### src/shared/tcc_defines.svh
// Register offsets, field positions and reset values of the timer compare/capture channel.
// Assumes inclusion by bare name from the package and from the bench.
`ifndef TCC_DEFINES_SVH
`define TCC_DEFINES_SVH

// Word offsets on the register port.
`define TCC_ADDR_CTRL     4'h0
`define TCC_ADDR_COUNT    4'h1
`define TCC_ADDR_REG_A    4'h2
`define TCC_ADDR_REG_B    4'h3
`define TCC_ADDR_CCCTL    4'h4
`define TCC_ADDR_FLAGS    4'h5
`define TCC_ADDR_IRQ_EN   4'h6

// Channel control fields.
`define TCC_CTRL_RUN      0
`define TCC_CTRL_RESET    1
`define TCC_CTRL_ONESHOT  2
`define TCC_CTRL_DUAL     3
`define TCC_CTRL_BUFEN    4

// Compare/capture control fields.
`define TCC_CC_FUNC_A     0
`define TCC_CC_FUNC_B     1
`define TCC_CC_TRIG_A_LO  2
`define TCC_CC_TRIG_A_HI  3
`define TCC_CC_TRIG_B_LO  4
`define TCC_CC_TRIG_B_HI  5

// Trigger edge select bits: bit 0 rising, bit 1 falling, both set means both edges.
`define TCC_EDGE_RISE     0
`define TCC_EDGE_FALL     1
`define TCC_EDGE_NONE     2'h0

// Flag and enable positions.
`define TCC_FLAG_CMP_A    0
`define TCC_FLAG_CMP_B    1
`define TCC_FLAG_CAP_A    2
`define TCC_FLAG_CAP_B    3
`define TCC_FLAG_OVW_A    4
`define TCC_FLAG_OVW_B    5
`define TCC_NUM_FLAGS     6

// Reset values.
`define TCC_RST_WORD      16'h0000
`define TCC_RST_FLAGS     6'h00

`endif

### src/shared/tcc_pkg.sv
// Types shared by the timer compare/capture channel.
// Assumes the defines header sits beside it on the include path.
`include "tcc_defines.svh"

package tcc_pkg;

    // Function of one channel register: compare is the reset default.
    typedef enum logic {
        tcc_func_compare,
        tcc_func_capture
    } tcc_func_t;

    // Trigger edge selection field.
    typedef logic [1:0] tcc_edge_sel_t;

endpackage

### src/hw/tcc_channel.sv
// One channel of a 16-bit up-counting timer: counter, compare and capture logic.
// Assumes a plain register port in the clk domain and raw asynchronous trigger pins.
//
// Contract
// - Registers A and B each select compare (0, default) or capture (1).
// - Counter equal to A compare value pulses compare A and sets its flag.
// - Counter equal to B value pulses compare B, sets flag, clears counter.
// - Compare values are 16 bits; match comes after value plus one counts.
// - With buffering on, matches use shadow copies of the compare values.
// - Shadow copies load from both compare registers on compare B.
// - Edge field: 3 both, 2 falling, 1 rising, 0 none.
// - Selected edge while counting copies counter, sets capture flag.
// - Capture while its flag is still set sets the overwrite flag.
// - Compare function ignores the edge field and never captures.
// - Capture function produces no compare signal.
// - Repeat mode keeps counting, also through overflow wrap.
// - One-shot mode stops the counter on compare B.
// - Dual-edge enable matches A against the double-rate counter.
// - Only the normal counter is readable, never the dual-edge one.
// - Writing 1 to reset clears the counter to zero.
// - Run bit 1 counts, 0 holds the counter for resumption.
`timescale 1ns/1ps

module tcc_channel
    import tcc_pkg::*;
#(
    parameter int CW = 16,
    parameter int AW = 4
)(
    input  wire logic          clk,
    input  wire logic          rst,
    input  wire logic [AW-1:0] reg_addr,
    input  wire logic [CW-1:0] reg_wdata,
    input  wire logic          reg_wr,
    input  wire logic          reg_rd,
    output logic      [CW-1:0] reg_rdata,
    input  wire logic          trigger_pin_a,
    input  wire logic          trigger_pin_b,
    output logic               compare_a,
    output logic               compare_b,
    output logic               counter_clear,
    output logic               channel_irq
);

    localparam int NF = `TCC_NUM_FLAGS;

    logic                counter_run_bit;
    logic                count_repeat_oneshot_sel;
    logic                dual_edge_compare_enable;
    logic                shadow_buffer_enable;
    tcc_func_t           reg_a_function_select;
    tcc_func_t           reg_b_function_select;
    tcc_edge_sel_t       trigger_edge_sel_a;
    tcc_edge_sel_t       trigger_edge_sel_b;
    logic [CW-1:0]       count;
    logic [CW-1:0]       match_or_snapshot_reg_a;
    logic [CW-1:0]       match_or_snapshot_reg_b;
    logic [CW-1:0]       shadow_a;
    logic [CW-1:0]       shadow_b;
    logic [NF-1:0]       flags;
    logic [NF-1:0]       irq_en;

    logic                next_run;
    logic                next_oneshot;
    logic                next_dual;
    logic                next_bufen;
    tcc_func_t           next_func_a;
    tcc_func_t           next_func_b;
    tcc_edge_sel_t       next_trig_a;
    tcc_edge_sel_t       next_trig_b;
    logic [CW-1:0]       next_count;
    logic [CW-1:0]       next_reg_a;
    logic [CW-1:0]       next_reg_b;
    logic [CW-1:0]       next_shadow_a;
    logic [CW-1:0]       next_shadow_b;
    logic [NF-1:0]       next_flags;
    logic [NF-1:0]       next_irq_en;
    logic                next_compare_a;
    logic                next_compare_b;
    logic                next_counter_clear;
    logic [CW-1:0]       next_rdata;

    logic                rise_a;
    logic                fall_a;
    logic                rise_b;
    logic                fall_b;
    logic                wr_ctrl;
    logic                wr_reset;
    logic [CW-1:0]       ref_a;
    logic [CW-1:0]       ref_b;
    logic [CW-1:0]       dual_count;
    logic                match_a;
    logic                match_b;
    logic                cap_a;
    logic                cap_b;
    logic [NF-1:0]       flag_set;
    logic [NF-1:0]       flag_clr;

    // trigger synchronisers
    // Edges are only seen reliably when each phase spans more than one clock.
    tcc_edge_sync u_sync_a (
        .clk  (clk),
        .rst  (rst),
        .pin  (trigger_pin_a),
        .rise (rise_a),
        .fall (fall_a)
    );

    tcc_edge_sync u_sync_b (
        .clk  (clk),
        .rst  (rst),
        .pin  (trigger_pin_b),
        .rise (rise_b),
        .fall (fall_b)
    );

    assign wr_ctrl  = reg_wr && (reg_addr == `TCC_ADDR_CTRL);
    assign wr_reset = wr_ctrl && reg_wdata[`TCC_CTRL_RESET];

    // shadow selection
    // Buffered compare keeps a period coherent while software rewrites values.
    assign ref_a = shadow_buffer_enable ? shadow_a : match_or_snapshot_reg_a;
    assign ref_b = shadow_buffer_enable ? shadow_b : match_or_snapshot_reg_b;

    // dual-edge counter
    // Advances two per clock; the odd value lies in the second half of the clock,
    // so an odd A value matches in the clock whose falling half holds it.
    assign dual_count = {count[CW-2:0], 1'b0};

    always_comb begin
        if (dual_edge_compare_enable) begin
            match_a = (dual_count[CW-1:1] == ref_a[CW-1:1]);
        end else begin
            match_a = (count == ref_a);
        end
        match_a = match_a && counter_run_bit && (reg_a_function_select == tcc_func_compare);
    end

    assign match_b = counter_run_bit && (reg_b_function_select == tcc_func_compare)
                     && (count == ref_b);

    assign cap_a = counter_run_bit && (reg_a_function_select == tcc_func_capture)
                   && ((trigger_edge_sel_a[`TCC_EDGE_RISE] && rise_a)
                       || (trigger_edge_sel_a[`TCC_EDGE_FALL] && fall_a));
    assign cap_b = counter_run_bit && (reg_b_function_select == tcc_func_capture)
                   && ((trigger_edge_sel_b[`TCC_EDGE_RISE] && rise_b)
                       || (trigger_edge_sel_b[`TCC_EDGE_FALL] && fall_b));

    // Control and counter next values.
    always_comb begin
        next_run     = counter_run_bit;
        next_oneshot = count_repeat_oneshot_sel;
        next_dual    = dual_edge_compare_enable;
        next_bufen   = shadow_buffer_enable;
        next_func_a  = reg_a_function_select;
        next_func_b  = reg_b_function_select;
        next_trig_a  = trigger_edge_sel_a;
        next_trig_b  = trigger_edge_sel_b;
        next_irq_en  = irq_en;
        next_count   = count;
        if (wr_ctrl) begin
            next_run     = reg_wdata[`TCC_CTRL_RUN];
            next_oneshot = reg_wdata[`TCC_CTRL_ONESHOT];
            next_dual    = reg_wdata[`TCC_CTRL_DUAL];
            next_bufen   = reg_wdata[`TCC_CTRL_BUFEN];
        end else if (match_b && count_repeat_oneshot_sel) begin
            next_run = 1'b0;
        end
        if (reg_wr && (reg_addr == `TCC_ADDR_CCCTL)) begin
            next_func_a = tcc_func_t'(reg_wdata[`TCC_CC_FUNC_A]);
            next_func_b = tcc_func_t'(reg_wdata[`TCC_CC_FUNC_B]);
            next_trig_a = reg_wdata[`TCC_CC_TRIG_A_HI:`TCC_CC_TRIG_A_LO];
            next_trig_b = reg_wdata[`TCC_CC_TRIG_B_HI:`TCC_CC_TRIG_B_LO];
        end
        if (reg_wr && (reg_addr == `TCC_ADDR_IRQ_EN)) begin
            next_irq_en = reg_wdata[NF-1:0];
        end
        // counter update; a wrap from all ones keeps counting.
        if (wr_reset || match_b) begin
            next_count = '0;
        end else if (counter_run_bit) begin
            next_count = count + 1'b1;
        end
    end

    // Compare/capture register and shadow next values.
    always_comb begin
        next_reg_a    = match_or_snapshot_reg_a;
        next_reg_b    = match_or_snapshot_reg_b;
        next_shadow_a = shadow_a;
        next_shadow_b = shadow_b;
        // software write
        // Each write lands in one clock, so spacing by a count clock is always met.
        if (reg_wr && (reg_addr == `TCC_ADDR_REG_A)) begin
            next_reg_a = reg_wdata;
        end
        if (reg_wr && (reg_addr == `TCC_ADDR_REG_B)) begin
            next_reg_b = reg_wdata;
        end
        // counter capture
        // A capture beats a software write landing in the same clock.
        if (cap_a) begin
            next_reg_a = count;
        end
        if (cap_b) begin
            next_reg_b = count;
        end
        // shadow load
        // Unbuffered, the shadows track so enabling starts from current values.
        if (match_b || !shadow_buffer_enable) begin
            next_shadow_a = match_or_snapshot_reg_a;
            next_shadow_b = match_or_snapshot_reg_b;
        end
    end

    // sticky flags; a set in the clearing clock wins.
    always_comb begin
        flag_set = '0;
        flag_set[`TCC_FLAG_CMP_A] = match_a;
        flag_set[`TCC_FLAG_CMP_B] = match_b;
        flag_set[`TCC_FLAG_CAP_A] = cap_a;
        flag_set[`TCC_FLAG_CAP_B] = cap_b;
        flag_set[`TCC_FLAG_OVW_A] = cap_a && flags[`TCC_FLAG_CAP_A];
        flag_set[`TCC_FLAG_OVW_B] = cap_b && flags[`TCC_FLAG_CAP_B];
        flag_clr = '0;
        if (reg_wr && (reg_addr == `TCC_ADDR_FLAGS)) begin
            flag_clr = reg_wdata[NF-1:0];
        end
        next_flags = (flags & ~flag_clr) | flag_set;
    end

    // Event outputs and read data.
    // the dual-edge counter has no entry in the read map.
    always_comb begin
        next_compare_a     = match_a;
        next_compare_b     = match_b;
        next_counter_clear = wr_reset || match_b;
        next_rdata         = '0;
        if (reg_rd) begin
            unique case (reg_addr)
                `TCC_ADDR_CTRL: begin
                    next_rdata[`TCC_CTRL_RUN]     = counter_run_bit;
                    next_rdata[`TCC_CTRL_ONESHOT] = count_repeat_oneshot_sel;
                    next_rdata[`TCC_CTRL_DUAL]    = dual_edge_compare_enable;
                    next_rdata[`TCC_CTRL_BUFEN]   = shadow_buffer_enable;
                end
                `TCC_ADDR_COUNT:  next_rdata = count;
                `TCC_ADDR_REG_A:  next_rdata = match_or_snapshot_reg_a;
                `TCC_ADDR_REG_B:  next_rdata = match_or_snapshot_reg_b;
                `TCC_ADDR_CCCTL: begin
                    next_rdata[`TCC_CC_FUNC_A] = reg_a_function_select;
                    next_rdata[`TCC_CC_FUNC_B] = reg_b_function_select;
                    next_rdata[`TCC_CC_TRIG_A_HI:`TCC_CC_TRIG_A_LO] = trigger_edge_sel_a;
                    next_rdata[`TCC_CC_TRIG_B_HI:`TCC_CC_TRIG_B_LO] = trigger_edge_sel_b;
                end
                `TCC_ADDR_FLAGS:  next_rdata[NF-1:0] = flags;
                `TCC_ADDR_IRQ_EN: next_rdata[NF-1:0] = irq_en;
                default:          next_rdata = '0;
            endcase
        end
    end

    // State registers.
    always_ff @(posedge clk) begin
        if (rst) begin
            counter_run_bit          <= 1'b0;
            count_repeat_oneshot_sel <= 1'b0;
            dual_edge_compare_enable <= 1'b0;
            shadow_buffer_enable     <= 1'b0;
            reg_a_function_select    <= tcc_func_compare;
            reg_b_function_select    <= tcc_func_compare;
            trigger_edge_sel_a       <= `TCC_EDGE_NONE;
            trigger_edge_sel_b       <= `TCC_EDGE_NONE;
            count                    <= `TCC_RST_WORD;
            match_or_snapshot_reg_a  <= `TCC_RST_WORD;
            match_or_snapshot_reg_b  <= `TCC_RST_WORD;
            shadow_a                 <= `TCC_RST_WORD;
            shadow_b                 <= `TCC_RST_WORD;
            flags                    <= `TCC_RST_FLAGS;
            irq_en                   <= `TCC_RST_FLAGS;
            compare_a                <= 1'b0;
            compare_b                <= 1'b0;
            counter_clear            <= 1'b0;
            reg_rdata                <= `TCC_RST_WORD;
        end else begin
            counter_run_bit          <= next_run;
            count_repeat_oneshot_sel <= next_oneshot;
            dual_edge_compare_enable <= next_dual;
            shadow_buffer_enable     <= next_bufen;
            reg_a_function_select    <= next_func_a;
            reg_b_function_select    <= next_func_b;
            trigger_edge_sel_a       <= next_trig_a;
            trigger_edge_sel_b       <= next_trig_b;
            count                    <= next_count;
            match_or_snapshot_reg_a  <= next_reg_a;
            match_or_snapshot_reg_b  <= next_reg_b;
            shadow_a                 <= next_shadow_a;
            shadow_b                 <= next_shadow_b;
            flags                    <= next_flags;
            irq_en                   <= next_irq_en;
            compare_a                <= next_compare_a;
            compare_b                <= next_compare_b;
            counter_clear            <= next_counter_clear;
            reg_rdata                <= next_rdata;
        end
    end

    assign channel_irq = |(flags & irq_en);
endmodule

### src/hw/tcc_edge_sync.sv
// Two-stage synchroniser and edge detector for one capture trigger pin.
// Assumes the pin is asynchronous to clk and each level lasts over one clock.
`timescale 1ns/1ps

module tcc_edge_sync
    import tcc_pkg::*;
(
    input  wire logic clk,
    input  wire logic rst,
    input  wire logic pin,
    output logic      rise,
    output logic      fall
);

    logic meta;
    logic sync;
    logic prev;
    logic next_meta;
    logic next_sync;
    logic next_prev;

    // Only the second stage and its delayed copy feed the edge logic.
    always_comb begin
        next_meta = pin;
        next_sync = meta;
        next_prev = sync;
    end

    always_ff @(posedge clk) begin
        if (rst) begin
            meta <= 1'b0;
            sync <= 1'b0;
            prev <= 1'b0;
        end else begin
            meta <= next_meta;
            sync <= next_sync;
            prev <= next_prev;
        end
    end

    // One-cycle pulses on each settled transition.
    assign rise = sync & ~prev;
    assign fall = ~sync & prev;

endmodule

### config.mk
export PLATFORM = sky130hd
export DESIGN_NAME = tcc_channel
export DESIGN_NICKNAME = d
export VERILOG_FILES = /design/src/shared/tcc_pkg.sv /design/src/hw/tcc_channel.sv /design/src/hw/tcc_edge_sync.sv
export VERILOG_INCLUDE_DIRS = /design/src /design/src/shared
export SDC_FILE = /design/constraint.sdc
export NUM_CORES = 1
export LEC_CHECK = 0
export BUFFER_PORTS_ARGS = -buffer_cell sky130_fd_sc_hd__buf_2
export CAP_MARGIN = 5
export CORE_ASPECT_RATIO = 1.1
export CORE_MARGIN = 2
export CORE_UTILIZATION = 50
export CTS_CLUSTER_DIAMETER = 80
export DETAILED_ROUTE_END_ITERATION = 8
export PLACE_DENSITY_LB_ADDON = 0.08
export SYNTH_ARGS = -nofsm -noshare
export SYNTH_HDL_FRONTEND = slang
export SYNTH_SLANG_ARGS = --single-unit
### constraint.sdc
create_clock -name clk -period 2.2 [get_ports clk]
set_clock_uncertainty 0.1 [all_clocks]
set_input_delay 0.22 -clock clk [delete_from_list [all_inputs] [get_ports clk]]
set_output_delay 0.22 -clock clk [all_outputs]
set_load 0.05 [all_outputs]
==> run_results.csv, run 1 <==
group,metric,value,unit
power,switching_power,1510,µW
setup_path,r2r-end,"shadow_b[13]",
die,die_w,121,µm
detailed_routing,antenna_left,0,
sta,clock.fmax,451,MHz
cells_and_area,fin_util,63.1,%
power,p_leak,0.00372,µW
sta,rsz0062_at_grt,"true",
die,io_pins,46,
global_routing,grt_antenna_before_repair,0,
global_routing,track_usage,27.8,%
die,start_util,50.6,%
sta,drv_slew,0,
cells_and_area,fillerInstances,1262,
min_path,min_to,"irq_en[4]",
power,switching_share,24.5,%
clock_tree,htreeDepth,4,
yosys,synthTopCellsByArea,"dfxtp_1 34%, mux2i_1 11%, mux2_4 5.4%, xnor2_1 4.9%, nor2_1 4.6%",
setup_path,arrival,2460,ps
yosys,synth_edf_count,0,
setup_path,rrSetupSlack,-20,ps
yosys,syn_avg_cell_area,9.52,µm²
yosys,syn_nets,817,
detailed_routing,via_count,6466,
detailed_routing,drtPass1Iterations,5,
cells_and_area,syn_to_final_growth,24.9,%
cells_and_area,fin_nets,912,
sta,timing.final.crit_share,101,%
clock_tree,numCtsBuffers,17,
cells_and_area,seqCellArea,0.00255,mm²
power,power.density,656,mW/mm²
power,p_seq_share,38.4,%
clock_tree,root_buffer,"clkbuf_16",
setup_path,r2r_cells,9,
die,rows,47,
placement,dp.cells,1042,
sta,tightest_slew,522,ps
power,p_int,4650,µW
setup_path,critPathMaxFanout,15,
status,status,"finished, violations left",
cells_and_area,layout-drive-gt1-share,30.7,%
sta,fin_crit,2220,ps
setup_path,end_kind,"flip-flop",
die,die_h,133,µm
sta,finalSetupViolCount,21,
clock_tree,clk_path_buf_depth,2,
yosys,ys_seq_area_share,33.8,%
setup_path,worstPathRequired,2440,ps
setup_path,cp-start-kind,"flip-flop",
clock_tree,cts.clk_slew.worst_paths,60,ps
clock_tree,cts_num_sinks,127,
power,combPwrFrac,11.3,%
cells_and_area,fin_cells,1094,
status,violations,"negative setup slack",
detailed_routing,drc,0,
yosys,ys.flop_type,"dfxtp_1",
global_routing,grt_remaining_overflow,0,
yosys,ys_warn_count,0,
yosys,synth.top_cell.area_share,33.8,%
sta,hold_viol_final,0,
yosys,netlist_area,0.00752,mm²
placement,portBuffers,45,
yosys,synthCells,790,
setup_path,path_class,"reg2reg",
cells_and_area,n_antenna_cell,0,
die,core_area,0.0149,mm²
die,dieArea,0.0160,mm²
yosys,yosysUniqueCellTypes,52,
detailed_routing,drtIter0Drc,471,
setup_path,timing.rr.start,"shadow_buffer_enable",
clock_tree,clk_latency,430,ps
power,ir_drop,0.497,mV
sta,maxSlewHeadroom,65.2,%
yosys,async_reset_ff_share,0,%
power,power.clock.fraction,50.3,%
placement,hpwl,15.4,mm
clock_tree,cts_tree,"built",
global_routing,grt_pass1_wl,34.7,mm
detailed_routing,postRouteWirelength,22.1,mm
sta,setup_slack,-19.4,ps
detailed_routing,wire_per_inst,20.2,µm
detailed_routing,vias_per_cell,5.91,
yosys,synth_top_area_cell,"dfxtp_1",
power,power,6160,µW
cells_and_area,multiInputGateArea,0.00472,mm²
sta,setup-tns-final,-181,ps
global_routing,grt_pass1_vias,6483,
min_path,hp-start,"reg_wdata[4]",
yosys,ys_ff_latch,127,
sta,fin_hold_ws,44.0,ps
min_path,min_path_type,"in2reg",
global_routing,grt_start_max_net_pins,99,
placement,gp_congestion,0.918,
min_path,hold_depth,3,
job,maxCapViolCount,0,
==> flip-flops by register name (all words and copies together), names as in the netlist, 2 cells and up <==
| name | count |
|---|---|
| match_or_snapshot_reg_a | 16 |
| trigger_edge_sel_b | 2 |
| match_or_snapshot_reg_b | 16 |
| shadow_a | 16 |
| flags | 6 |
| reg_rdata | 16 |
| irq_en | 6 |
| trigger_edge_sel_a | 2 |
| count | 16 |
| shadow_b | 16 |
==> worst max-delay path by stage <==
stage | from | depth (start not counted) | endpoint | slack (ps)
floorplan | shadow_buffer_enable | 9 | shadow_a[10] | 130
global placement | shadow_buffer_enable | 8 | shadow_b[3] | -150
detailed placement | shadow_buffer_enable | 8 | shadow_a[10] | -190
CTS | shadow_buffer_enable | 8 | shadow_a[4] | -30
global route | shadow_buffer_enable | 8 | shadow_a[4] | -120
finish | shadow_buffer_enable | 9 | shadow_b[13] | -20
==> power by group through the flow <==
stage	combinational [µW]	sequential, µW	clock, µW
2_1_floorplan	395	2420	0
3_3_place_gp	628	2410	0
3_5_place_dp	637	2410	0
4_1_cts	661	2370	3130
5_1_grt	733	2370	3240
6_report	699	2370	3100
==> placed cells by master (no fill, tap or decap), types with 11 or more instances in the layout <==
cell / synthesis / final
dfxtp_1: 127 / 126
nor2_1: 92 / 91
buf_4: 2 / 91
mux2i_1: 79 / 76
buf_2: 19 / 44
xnor2_1: 42 / 40
nand2b_1: 35 / 35
nand3b_1: 34 / 34
a211oi_1: 34 / 34
nand4b_1: 32 / 32
mux2_4: 27 / 29
o221ai_2: 20 / 26
nand2_1: 25 / 24
xor2_1: 19 / 19
a22oi_1: 18 / 18
mux2_2: 19 / 17
clkbuf_16: 0 / 17
nor2b_1: 11 / 11
buf_12: 0 / 11
==> routing by layer <==
| metal | global-route usage (%) | vias to the layer above | part of all wire [%] |
|---|---|---|---|
| li1 | - | 3074 | - |
| met1 | 34.8 | 3137 | 43 |
| met2 | 47.2 | 212 | 50 |
| met3 | 4.70 | 43 | 4.5 |
| met4 | 11.0 | 0 | 2.5 |
| met5 | 0 | - | 0 |
==> stage by stage <==
step	instance area, µm²	setup slack (ps)
floorplan	7520	131
global placement	8450	-151
detailed placement	8450	-190
finish	9400	-19.4
global route	9400	-123
CTS	9240	-27.1
==> Yosys cell counts, types with 11 or more instances <==
| cell type | n |
|---|---|
| a211oi_1 | 34 |
| a22oi_1 | 18 |
| buf_2 | 19 |
| clkbuf_1 | 46 |
| dfxtp_1 | 127 |
| mux2_2 | 19 |
| mux2_4 | 27 |
| mux2i_1 | 79 |
| nand2_1 | 25 |
| nand2b_1 | 35 |
| nand3b_1 | 34 |
| nand4b_1 | 32 |
| nor2_1 | 92 |
| nor2b_1 | 11 |
| o221ai_1 | 11 |
| o221ai_2 | 20 |
| xnor2_1 | 42 |
| xor2_1 | 19 |
==> worst max-delay path, cell delays in order (launching register included) <==
cell and delay, ps:
dfxtp_4 410, buf_12 140, mux2i_4 260, xnor2_2 100, nor4_4 320, buf_6 190, buf_8 160, nand4b_1 110
mux2_4 280, o221ai_1 70
==> logic make-up after synthesis <==
group	Yosys count	synth area share, %
buffers and inverters	83	5.10
XOR/XNOR	61	7.10
adder cells (fa/ha/maj)	1	0.166
flip-flops	127	33.8
multiplexers	126	19.0
AND/OR/NAND/NOR	274	21.1
AO/OA/AOI/OAI	118	13.7
==> repair_timing <==
action	CTS	global route
pin swaps	3	5
setup endpoints to repair	52	54
endpoints found under the hold margin	7	0
gates resized for setup	13	18
buffers inserted	7	12
hold buffers	3	0
==> layout make-up <==
class                   count  area share (%)
multi-input cells         580            50.2
flip-flops and latches    127            27.1
repair buffers            155            13.0
clock buffers              18            4.57
well taps                 196            2.61
clock inverters            14            2.30
inverters                   4           0.160
(Power assumes the default switching activity.)
==> run 2, diff against run 1 <==
- clock period: 2.2 -> 2.4 ns (I/O delays scaled with it)
==> run 2 against run 1 <==
Net effect:
- the run now ends clean
- fmax decreased by 4.5%
- final cell count shrank 3.5%
- register-to-register slack improved by 95 ps
- global-route usage decreased by 0.13 points
- flip-flop and latch count is the same
- core utilization shrank 3.2 points
==> run_results.csv, run 2 (synthesized netlist as in run 1, its figures left out) <==
group,metric,value,unit
detailed_routing,vias_per_cell,6.00,
cells_and_area,syn_to_final_growth,18.6,%
setup_path,r2r_cells,8,
setup_path,crit_family,"multiplexers",
placement,hpwl,15.4,mm
setup_path,cp-start-kind,"flip-flop",
cells_and_area,final_cell_area,0.00892,mm²
status,status,"finished clean",
clock_tree,clk_latency,430,ps
clock_tree,cts_num_sinks,127,
setup_path,crit_start,"shadow_buffer_enable",
detailed_routing,postRouteWirelength,21.8,mm
sta,timing.final.crit_share,96.8,%
power,p_seq_share,39.7,%
setup_path,path_class,"reg2reg",
die,rows,47,
sta,fin_crit,2320,ps
cells_and_area,fin_cells,1056,
power,power,5460,µW
clock_tree,numCtsBuffers,17,
global_routing,grt_pass1_wl,34.3,mm
cells_and_area,fillerInstances,1298,
detailed_routing,antenna_left,0,
cells_and_area,multiInputGateArea,0.00461,mm²
clock_tree,root_buffer,"clkbuf_16",
setup_path,worstPathRequired,2650,ps
setup_path,critPathMaxFanout,17,
placement,dpl_cell_area,0.00819,mm²
sta,fin_hold_ws,31.4,ps
power,power.clock.fraction,49.8,%
min_path,min_path_type,"in2reg",
global_routing,grt_start_max_net_pins,75,
setup_path,cp_slowest_stage_delay,420,ps
power,ir_drop,0.468,mV
sta,maxSlewHeadroom,49.3,%
setup_path,r2r-end,"shadow_b[12]",
power,combPwrFrac,10.5,%
cells_and_area,layout-drive-gt1-share,26.0,%
power,switching_share,25.8,%
setup_path,path_common_cell,"buf_12",
clock_tree,htreeDepth,4,
placement,place_ws,-97.6,ps
setup_path,path_depth,8,
detailed_routing,drc,0,
detailed_routing,via_count,6341,
cells_and_area,final_cell_mix,"126 x dfxtp_1, 92 x nor2_1, 77 x mux2i_1",
sta,setup_slack,76.0,ps
setup_path,timing.rr.start,"shadow_buffer_enable",
detailed_routing,drtPass1Iterations,5,
die,die_h,133,µm
setup_path,crit_path_end,"shadow_b[12]",
sta,tightest_slew,761,ps
placement,gp_congestion,0.927,
sta,finalSetupViolCount,0,
die,io_pins,46,
global_routing,grt_antenna_before_repair,0,
setup_path,slowest_stage,"dfxtp_4",
setup_path,rrSetupSlack,80,ps
die,die_w,121,µm
clock_tree,clk_path_buf_depth,2,
cells_and_area,n_antenna_cell,0,
die,start_util,50.6,%
clock_tree,cts.clk_slew.worst_paths,60,ps
global_routing,grt_pass1_vias,6296,
die,dieArea,0.0160,mm²
setup_path,arrival,2570,ps
placement,portBuffers,45,
setup_path,crit_chain,"buf_12 -> mux2i_2 -> xnor2_1 -> nor4_4 -> nand4_4 -> buf_12 -> mux2_4 -> o221ai_1",
detailed_routing,wire_per_inst,20.6,µm
power,p_int,4050,µW
sta,clock.fmax,430,MHz
power,power.density,612,mW/mm²
sta,rsz0062_at_grt,"true",
cells_and_area,fin_nets,874,
die,core_area,0.0149,mm²
detailed_routing,drtIter0Drc,529,
setup_path,end_kind,"flip-flop",
sta,hold_viol_final,0,
clock_tree,cts_tree,"built",
cells_and_area,final_common_cell,"dfxtp_1",
setup_path,critPathBufInv,2,
placement,dp.cells,1016,
cells_and_area,seqCellArea,0.00255,mm²
job,maxCapViolCount,0,
sta,drv_slew,0,
global_routing,grt_remaining_overflow,0,
global_routing,track_usage,27.6,%
power,p_leak,0.00345,µW
power,switching_power,1410,µW
run 2: cell types whose count changed in the layout (fill, tap and decap cells not counted), moves of 3 or more:
cell / delta
nor4_2: -3
o221ai_1: +6
buf_12: -5
nor4_1: +3
inv_6: +3
buf_4: -32
o221ai_2: -6
run 2: worst min-delay path by stage:
stage                  startpoint            endpoint  cells after the start
floorplan           trigger_pin_a       u_sync_a.meta                      1
global placement    u_sync_b.meta  u_sync_b.next_prev                      1
global route                  rst            flags[1]                      2
finish                        rst       u_sync_b.meta                      2
detailed placement  u_sync_b.meta  u_sync_b.next_prev                      1
CTS                           rst            flags[4]                      2
run 2: power by group through the flow:
stage | Combinational (µW) | Sequential (µW) | Clock, µW
after CTS | 556 | 2170 | 2760
final | 572 | 2170 | 2720
after global placement | 544 | 2210 | 0
after floorplan | 362 | 2220 | 0
after global routing | 609 | 2170 | 2840
after detailed placement | 550 | 2210 | 0
run 2: repair_timing:
action | in CTS | in global routing
buffers inserted | 1 | 4
resized for setup | 1 | 7
endpoints found under the setup margin | 31 | 34
endpoints found under the hold margin | 2 | 0
hold buffers | 2 | 0
pin swaps | 1 | 2
gates cloned | 0 | 1
run 2: through the flow:
| stage | TNS, ps | util, % |
|---|---|---|
| after floorplan | 0 | - |
| after global placement | -305 | 55.0 |
| after detailed placement | -1840 | 55.0 |
| after CTS | 0 | 59.4 |
| after global routing | -58.7 | 60.0 |
| final | 0 | 60.0 |
run 2: final cells by class:
cell class              count  area share (%)
multi-input cells         580            51.6
clock inverters            14            2.05
flip-flops and latches    127            28.5
repair buffers            117            9.96
well taps                 196            2.75
inverters                   4           0.168
clock buffers              18            4.92
run 2: metal layers:
layer | routed length, µm | track usage, % | part of all wire (%)
met3 | 995 | 3.97 | 4.6
met5 | 0 | 0 | 0
met2 | 11000 | 47.7 | 51
met4 | 605 | 11.2 | 2.8
met1 | 9180 | 34.4 | 42
